==> config.mk <==
export PLATFORM = sky130hd
export DESIGN_NAME = fbm_monitor
export DESIGN_NICKNAME = d
export VERILOG_FILES = /design/src/core/fbm_pkg.sv /design/src/core/fbm_monitor.sv /design/src/core/fbm_tick.sv
export SDC_FILE = /design/constraint.sdc
export NUM_CORES = 1
export LEC_CHECK = 0
export BUFFER_PORTS_ARGS = -buffer_cell sky130_fd_sc_hd__buf_2
export CAP_MARGIN = 20
export CORE_MARGIN = 3
export CORE_UTILIZATION = 45
export CTS_BUF_LIST = sky130_fd_sc_hd__clkbuf_8
export DETAILED_ROUTE_END_ITERATION = 8
export PLACE_DENSITY = 0.67
export SYNTH_ARGS = -nofsm -noshare
export SYNTH_HDL_FRONTEND = slang
export SYNTH_SLANG_ARGS = --single-unit
==> constraint.sdc <==
create_clock -name core_clk_i -period 2.78 [get_ports core_clk_i]
set_input_delay 0.278 -clock core_clk_i [delete_from_list [all_inputs] [get_ports core_clk_i]]
set_output_delay 0.278 -clock core_clk_i [all_outputs]
set_load 0.1 [all_outputs]
==> src/core/fbm_pkg.sv <==
// How it works
// - protocol codes 0..3 select four ethernet protocols
// - new protocol loads at power-up, then restarts
// - can mode: 0 off, 1 on, 2..6 profiles
// - can on moves service link to io module
// - first 5 s keep stack service port reachable
// - node address used only when switches 00
// - new node address applies after restart only
// - bit-rate code maps to seven fixed rates
// - telegram silence past timeout trips bus error
// - watchdog unarmed until first good telegram
// - timeout zero disables telegram loss monitoring
package fbm_pkg;

    // ------------------------------------------------------------
    // clock and time
    // ------------------------------------------------------------
    localparam int unsigned CLK_HZ = 125_000_000; // core clock rate
    localparam int unsigned TICK_S = 1; // base tick, seconds
    localparam int unsigned TICK_CYC = CLK_HZ * TICK_S; // cycles per tick
    localparam int unsigned BOOT_WIN_S = 5; // service window after power-up
    localparam int unsigned LOAD_MAX_S = 120; // two minutes protocol load
    localparam int unsigned TICK_W = 27; // width of tick counter

    // ------------------------------------------------------------
    // field widths and limits
    // ------------------------------------------------------------
    localparam int unsigned SEC_W = 7; // seconds counters
    localparam logic [1:0] PROTO_MAX_DEF = 2'h3; // highest protocol code
    localparam logic [2:0] CAN_MODE_MAX = 3'h6; // highest can mode code
    localparam logic [2:0] CAN_OFF = 3'h0; // can inactive
    localparam logic [2:0] CAN_GENERIC = 3'h1; // generic can
    localparam logic [6:0] TMO_MAX = 7'h64; // 100 s upper limit
    localparam logic [6:0] TMO_OFF = 7'h00; // monitoring disabled
    localparam logic [7:0] SW_USE_PARAM = 8'h00; // switches select parameter
    localparam logic [1:0] PROTO_DEF = 2'h0; // reset value protocol
    localparam logic [2:0] CAN_DEF = 3'h0; // reset value can mode
    localparam logic [6:0] ADDR_DEF = 7'h00; // reset value node address
    localparam logic [3:0] RATE_DEF = 4'h2; // reset value rate code
    localparam logic [6:0] TMO_DEF = 7'h05; // reset value timeout

    // ------------------------------------------------------------
    // bit-rate table, kbit/s
    // ------------------------------------------------------------
    localparam logic [9:0] KBPS_1000 = 10'h3e8;
    localparam logic [9:0] KBPS_500 = 10'h1f4;
    localparam logic [9:0] KBPS_250 = 10'h0fa;
    localparam logic [9:0] KBPS_125 = 10'h07d;
    localparam logic [9:0] KBPS_50 = 10'h032;
    localparam logic [9:0] KBPS_20 = 10'h014;
    localparam logic [9:0] KBPS_10 = 10'h00a;
    localparam logic [9:0] KBPS_NONE = 10'h000;

    // ------------------------------------------------------------
    // types
    // ------------------------------------------------------------
    typedef struct packed {
        logic [1:0] proto; // ethernet protocol code
        logic [2:0] can_mode; // can mode code
        logic [6:0] node_addr; // node address parameter
        logic [3:0] rate_code; // can bit-rate code
        logic [6:0] timeout_s; // telegram timeout, seconds
    } fbm_cfg_type;

    typedef enum logic [1:0] {
        PH_CAPTURE,
        PH_LOADING,
        PH_RUN,
        PH_FAILED
    } fbm_phase_type;

endpackage : fbm_pkg

==> src/core/fbm_monitor.sv <==
`timescale 1ns/100ps
// ------------------------------------------------------------
// fieldbus configuration and telegram-loss supervision
// ------------------------------------------------------------
module fbm_monitor #(
    parameter int unsigned TICK_CYC = fbm_pkg::TICK_CYC,
    parameter logic [1:0] PROTO_MAX = fbm_pkg::PROTO_MAX_DEF
) (
    input wire logic core_clk_i,
    input wire logic rst_n_i,
    input wire fbm_pkg::fbm_cfg_type cfg_i,
    input wire logic [7:0] addr_sw_i,
    input wire logic [1:0] fw_proto_i,
    input wire logic fw_load_ok_i,
    input wire logic telegram_ok_i,
    output fbm_pkg::fbm_cfg_type cfg_active_o,
    output logic proto_valid_o,
    output logic fw_load_start_o,
    output logic fw_loading_o,
    output logic fw_load_fail_o,
    output logic restart_req_o,
    output logic can_on_o,
    output logic [2:0] can_profile_o,
    output logic stack_service_o,
    output logic io_service_o,
    output logic [6:0] node_addr_o,
    output logic [9:0] can_kbps_o,
    output logic rate_valid_o,
    output logic wd_armed_o,
    output logic bus_timeout_o,
    output logic shutdown_o
);
    import fbm_pkg::*;

    // protocol codes beyond what the firmware offers are refused
    if (PROTO_MAX > PROTO_MAX_DEF) begin : g_chk
        $error("fbm_monitor: PROTO_MAX above 3");
    end

    localparam logic [SEC_W-1:0] BOOT_SEC = SEC_W'(BOOT_WIN_S); // boot window
    localparam logic [SEC_W-1:0] LOAD_SEC = SEC_W'(LOAD_MAX_S); // load limit

    // ------------------------------------------------------------
    // helpers
    // ------------------------------------------------------------
    // bit-rate code to kbit/s, zero for unassigned codes
    function automatic logic [9:0] rate_kbps(input logic [3:0] code);
        logic [9:0] r;
        r = KBPS_NONE;
        case (code)
            4'h0: r = KBPS_1000;
            4'h2: r = KBPS_500;
            4'h3: r = KBPS_250;
            4'h4: r = KBPS_125;
            4'h6: r = KBPS_50;
            4'h7: r = KBPS_20;
            4'h8: r = KBPS_10;
            default: r = KBPS_NONE;
        endcase
        return r;
    endfunction : rate_kbps

    // saturating seconds increment
    function automatic logic [SEC_W-1:0] sec_inc(input logic [SEC_W-1:0] v);
        return (&v) ? v : v + 1'b1;
    endfunction : sec_inc

    // ------------------------------------------------------------
    // state
    // ------------------------------------------------------------
    typedef struct packed {
        fbm_phase_type phase; // start-up sequence
        fbm_cfg_type act; // configuration frozen at start
        logic proto_ok; // frozen protocol code legal
        logic [6:0] addr; // node address in use
        logic [SEC_W-1:0] boot_s; // seconds since power-up
        logic boot_win; // service window open
        logic [SEC_W-1:0] load_s; // seconds spent loading
        logic load_start; // load request pulse
        logic load_fail; // load ran over time
        logic restart; // restart request pulse
        logic armed; // watchdog armed
        logic [SEC_W-1:0] quiet_s; // seconds without telegram
        logic tripped; // bus timeout latched
    } fbm_st_type;

    fbm_st_type st_ff; // state
    fbm_st_type nxt_st; // next state
    logic sec_tick; // one-second enable
    logic tick_clr; // restart the second divider
    logic [2:0] mode_in; // can mode, clamped
    logic mon_on; // monitoring enabled

    // ------------------------------------------------------------
    // second divider
    // ------------------------------------------------------------
    // a telegram also restarts the divider so silence is measured whole
    assign tick_clr = telegram_ok_i;

    fbm_tick #(
        .TICK_CYC(TICK_CYC)
    ) u_tick (
        .core_clk_i(core_clk_i),
        .rst_n_i(rst_n_i),
        .clear_i(tick_clr),
        .tick_o(sec_tick)
    );

    // out-of-range mode falls back to off rather than a phantom profile
    assign mode_in = (cfg_i.can_mode > CAN_MODE_MAX) ? CAN_OFF : cfg_i.can_mode;
    assign mon_on = (st_ff.act.timeout_s != TMO_OFF);

    // ------------------------------------------------------------
    // next state
    // ------------------------------------------------------------
    always_comb begin
        nxt_st = st_ff;
        nxt_st.load_start = 1'b0;
        nxt_st.restart = 1'b0;

        // boot window counts only the first seconds after power-up
        if (st_ff.boot_win && sec_tick) begin
            nxt_st.boot_s = sec_inc(st_ff.boot_s);
            if (sec_inc(st_ff.boot_s) >= BOOT_SEC) begin
                nxt_st.boot_win = 1'b0;
            end
        end

        case (st_ff.phase)
            PH_CAPTURE: begin
                // parameters are read once; later writes wait for restart
                nxt_st.act = cfg_i;
                nxt_st.act.can_mode = mode_in;
                nxt_st.act.timeout_s = (cfg_i.timeout_s > TMO_MAX) ? TMO_MAX : cfg_i.timeout_s;
                nxt_st.proto_ok = (cfg_i.proto <= PROTO_MAX);
                // switches at 00 hand the address to the parameter
                nxt_st.addr = (addr_sw_i == SW_USE_PARAM) ? cfg_i.node_addr : addr_sw_i[6:0];
                if ((cfg_i.proto <= PROTO_MAX) && (cfg_i.proto != fw_proto_i)) begin
                    // protocol differs from loaded firmware: load now
                    nxt_st.phase = PH_LOADING;
                    nxt_st.load_start = 1'b1;
                    nxt_st.load_s = '0;
                end else begin
                    nxt_st.phase = PH_RUN;
                end
            end
            PH_LOADING: begin
                // power must stay on here; nothing can protect a cut supply
                if (fw_load_ok_i) begin
                    nxt_st.restart = 1'b1;
                    nxt_st.phase = PH_RUN;
                end else if (sec_tick) begin
                    nxt_st.load_s = sec_inc(st_ff.load_s);
                    if (sec_inc(st_ff.load_s) >= LOAD_SEC) begin
                        nxt_st.load_fail = 1'b1;
                        nxt_st.phase = PH_FAILED;
                    end
                end
            end
            PH_RUN: begin
                // first good telegram arms the watchdog
                if (telegram_ok_i) begin
                    nxt_st.armed = 1'b1;
                    nxt_st.quiet_s = '0;
                end else if (st_ff.armed && mon_on && sec_tick && !st_ff.tripped) begin
                    nxt_st.quiet_s = sec_inc(st_ff.quiet_s);
                    if (sec_inc(st_ff.quiet_s) >= st_ff.act.timeout_s) begin
                        // latched until restart, the drive stays down
                        nxt_st.tripped = 1'b1;
                    end
                end
            end
            PH_FAILED: begin
                // hold; only a power cycle leaves this phase
                nxt_st.phase = PH_FAILED;
            end
            default: begin
                nxt_st.phase = PH_CAPTURE;
            end
        endcase
    end

    // ------------------------------------------------------------
    // registers
    // ------------------------------------------------------------
    always_ff @(posedge core_clk_i or negedge rst_n_i) begin
        if (!rst_n_i) begin
            st_ff.phase <= PH_CAPTURE;
            st_ff.act.proto <= PROTO_DEF;
            st_ff.act.can_mode <= CAN_DEF;
            st_ff.act.node_addr <= ADDR_DEF;
            st_ff.act.rate_code <= RATE_DEF;
            st_ff.act.timeout_s <= TMO_DEF;
            st_ff.proto_ok <= 1'b0;
            st_ff.addr <= ADDR_DEF;
            st_ff.boot_s <= '0;
            st_ff.boot_win <= 1'b1;
            st_ff.load_s <= '0;
            st_ff.load_start <= 1'b0;
            st_ff.load_fail <= 1'b0;
            st_ff.restart <= 1'b0;
            st_ff.armed <= 1'b0;
            st_ff.quiet_s <= '0;
            st_ff.tripped <= 1'b0;
        end else begin
            st_ff <= nxt_st;
        end
    end

    // ------------------------------------------------------------
    // outputs
    // ------------------------------------------------------------
    assign cfg_active_o = st_ff.act;
    assign proto_valid_o = st_ff.proto_ok;
    assign fw_load_start_o = st_ff.load_start;
    assign fw_loading_o = (st_ff.phase == PH_LOADING);
    assign fw_load_fail_o = st_ff.load_fail;
    assign restart_req_o = st_ff.restart;
    assign can_on_o = (st_ff.act.can_mode != CAN_OFF);
    // profile instance 1..5, zero when not in a profile mode
    assign can_profile_o = (st_ff.act.can_mode > CAN_GENERIC) ? st_ff.act.can_mode - CAN_GENERIC : CAN_OFF;
    // can takes the stack port, except in the boot window
    assign stack_service_o = (st_ff.act.can_mode == CAN_OFF) || st_ff.boot_win;
    assign io_service_o = (st_ff.act.can_mode != CAN_OFF);
    assign node_addr_o = st_ff.addr;
    assign can_kbps_o = rate_kbps(st_ff.act.rate_code);
    assign rate_valid_o = (rate_kbps(st_ff.act.rate_code) != KBPS_NONE);
    assign wd_armed_o = st_ff.armed && mon_on;
    assign bus_timeout_o = st_ff.tripped;
    assign shutdown_o = st_ff.tripped;

endmodule : fbm_monitor

==> src/core/fbm_tick.sv <==
`timescale 1ns/100ps
// ------------------------------------------------------------
// one-second enable divider, restartable
// ------------------------------------------------------------
module fbm_tick #(
    parameter int unsigned TICK_CYC = fbm_pkg::TICK_CYC
) (
    input wire logic core_clk_i,
    input wire logic rst_n_i,
    input wire logic clear_i,
    output logic tick_o
);
    import fbm_pkg::*;

    // refuse a divider the counter cannot hold
    if (TICK_CYC < 2 || TICK_CYC > (1 << TICK_W)) begin : g_chk
        $error("fbm_tick: TICK_CYC out of range");
    end

    localparam logic [TICK_W-1:0] LAST = TICK_W'(TICK_CYC - 1); // terminal count

    typedef struct packed {
        logic [TICK_W-1:0] cnt; // cycles in current second
        logic tick; // registered pulse
    } fbm_tick_st_type;

    fbm_tick_st_type st_ff; // state
    fbm_tick_st_type nxt_st; // next state

    // ------------------------------------------------------------
    // next state
    // ------------------------------------------------------------
    always_comb begin
        nxt_st = st_ff;
        nxt_st.tick = 1'b0;
        if (clear_i) begin
            // clear restarts a full second, no early tick
            nxt_st.cnt = '0;
        end else if (st_ff.cnt == LAST) begin
            nxt_st.cnt = '0;
            nxt_st.tick = 1'b1;
        end else begin
            nxt_st.cnt = st_ff.cnt + 1'b1;
        end
    end

    // ------------------------------------------------------------
    // registers
    // ------------------------------------------------------------
    always_ff @(posedge core_clk_i or negedge rst_n_i) begin
        if (!rst_n_i) begin
            st_ff <= '0;
        end else begin
            st_ff <= nxt_st;
        end
    end

    assign tick_o = st_ff.tick;

endmodule : fbm_tick

==> impl_metrics.toml <==
[status]
outcome = "complete, no violations"

[min_path]
hold_path.class = "in2reg"
hold_depth = 3

[clock_network]
cts_buffers = 9
htree_levels = 3
cts_root_buf = "clkbuf_8"
cts_tree = "done"
cts_sinks = 88
post_cts_buffers = 0
cts_max_path_buffers = 2
ctsHoldBuffers = 1
clk_pin_slew_worst_paths_ns = 0.09
ctsResizeCount = 0
clk_latency_ns = 0.35

[layout]
syn_to_final_growth_pct = 11.9
layout-drive-gt1-share_pct = 22.3
fillers = 1004
regArea_mm2 = 0.00221
antennaDiodeCount = 0
final_nets = 647
multi_input_comb_area_mm2 = 0.00225
final_util_pct = 52.1

[logic_synthesis]
synth_top_area_cell = "dfrtp_1"
yosysWarnings = 0
synth_nets = 588
synth-seq-area-share_pct = 45.7
avgSynthCellArea_um2 = 8.99
synth_cell_types = 60
ys_top_cells_by_area = "dfrtp_1, nand2_1, buf_4"
yosysMostFrequentCell = "nand2_1"
synth_edf_count = 0
ys_async_sr_fraction_pct = 100
synth.top_cell.area_share_pct = 43.6
synth_common_cells = "nand2_1, dfrtp_1, nor2_1"
synthCells = 537
ys_seq_elements = 88
syn_area_mm2 = 0.00483
synth-main-ff-cell = "dfrtp_1"

[drt]
wire_per_inst_um = 14.1
drt_iter0_drc = 193
num_vias = 3880
first_pass_iters = 4
wirelength_um = 10400
drc = 0
ant_nets = 0
viasPerCell = 5.26

[global_routing]
antenna_found_initial = 0
grt_pass1_wl_um = 16800
grt-ovfl-total = 0
grt_max_degree = 48
grt_pass1_vias = 3687
grt_usage_pct = 17.4

[floorplan]
die_y_um = 110
ioPinCount = 92
rows = 37
dieArea_mm2 = 0.0120
start_util_pct = 46.5
die_w_um = 110
core_mm2 = 0.0104

[critical_path]
reg2reg_to = "bus_timeout_o"
worst-r2r-cell-count = 8
r2r_setup_slack_ns = 0.52
critPathMaxFanout = 5
setup.worst_path.start = "st_ff[1]"
crit_path_end = "bus_timeout_o"
end_kind = "register"
crit_top_cell = "ha_1"
cpPeakStageDelay_ns = 0.44
worstSetupStartpointType = "register"
slowest_stage = "dfrtp_1"
critPathArrivalTime_ns = 2.48
cp_data_required_time_ns = 3.00
critical_path.cell_chain = "ha_1 > and2_1 > nand4_1 > o21a_1 > ha_1 > a21o_1 > a2111oi_0 > a21oi_1"
path_class = "reg2reg"
reg2reg_from = "st_ff[1]"

[sta]
setup_violations = 0
max_freq_mhz = 443
worst_pin_slew_ns = 0.605
slew_headroom_pct = 59.7
setup_tns_ns = 0
finalHoldViolations = 0
period_needed_ns = 2.26
finalMaxSlewViolations = 0
skew_ns = 0.00899
rsz0062_at_grt = "no"
fin_crit_sh_pct = 81.3

[job]
cap_violations = 0

[placement]
dp_hpwl_um = 7810
portBuffers = 91
gp_congestion = 0.838
==> cell type report <==
class / count / share of cell area [%]
timing repair buffer: 97 / 9.36
multi-input combinational: 381 / 41.6
clock inverter: 7 / 1.34
inverter: 19 / 1.34
sequential: 88 / 40.9
clock buffer: 9 / 2.29
tap: 136 / 3.15
==> layout by cell type, fill, tap and decap left out, types with 5 or more instances in the layout <==
| cell | Yosys | final |
|---|---|---|
| buf_2 | 2 | 90 |
| nor3_1 | 15 | 13 |
| nand3_1 | 20 | 20 |
| nor2_1 | 59 | 59 |
| nand4_1 | 11 | 11 |
| o21ai_0 | 24 | 22 |
| ha_1 | 14 | 14 |
| nor4_1 | 8 | 7 |
| inv_1 | 18 | 19 |
| xnor2_1 | 13 | 13 |
| xor2_1 | 20 | 20 |
| dfrtp_1 | 84 | 84 |
| nand2_1 | 85 | 85 |
| buf_4 | 32 | 6 |
| a21oi_1 | 26 | 26 |
| o21ai_1 | 5 | 7 |
| and3_1 | 6 | 6 |
| clkbuf_8 | 0 | 9 |
| nand2b_1 | 9 | 9 |
| mux2i_1 | 5 | 5 |
==> how the worst min path moves through the flow <==
stage | from | endpoint
floorplan | rst_n_i | bus_timeout_o
global placement | rst_n_i | cfg_active_o[18]
detailed placement | rst_n_i | cfg_active_o[18]
CTS | cfg_i[8] | cfg_active_o[8]
global route | cfg_i[10] | cfg_active_o[10]
finish | cfg_i[8] | cfg_active_o[8]
==> worst max-delay path, delay by kind of cell, from the launching register on <==
kind	cells	cell delay (ns)
adder cells (fa/ha/maj)	2	0.49
AND/OR/NAND/NOR	2	0.29
AO/OA/AOI/OAI	4	0.92
flip-flops	1	0.44
==> stage by stage <==
step                      setup slack [ns]  hold slack [ns]  instance area, um^2  std cells
after floorplan                     0.0360          -0.0176                 4850        537
after global placement               0.600            0.329                 5190        720
after detailed placement             0.545            0.335                 5190        720
after CTS                            0.486            0.101                 5400        737
after global routing                 0.321            0.107                 5400        737
final                                0.520            0.112                 5400        737
==> sequential cells by signal (all words and copies together), names as in the netlist <==
signal,cells
bus_timeout_o,1
fw_load_fail_o,1
u_tick.st_ff,27
restart_req_o,1
proto_valid_o,1
u_tick.tick_o,1
fw_load_start_o,1
node_addr_o,7
st_ff,25
cfg_active_o,23
==> metal layers <==
layer	vias to the layer above	GRT usage, %	routed length, um
met1	1876	22.4	4740
met4	0	4.36	85
met5	-	0	0
li1	1930	-	-
met3	7	3.76	456
met2	67	29.8	5090
==> cells by family (layout without fill, tap and decap cells) <==
logic type	after synthesis	count (layout)	share of synthesized area [%]
flops	88	88	45.7
mux	9	9	1.97
fa+ha+maj	14	14	3.63
compound gates	86	86	11.1
xor+xnor	33	33	5.99
simple gates	239	239	23.4
buf+inv	68	132	8.19
Power is not shown: default switching activity piles up to over one toggle a cycle in this logic, so the estimate is an artifact.
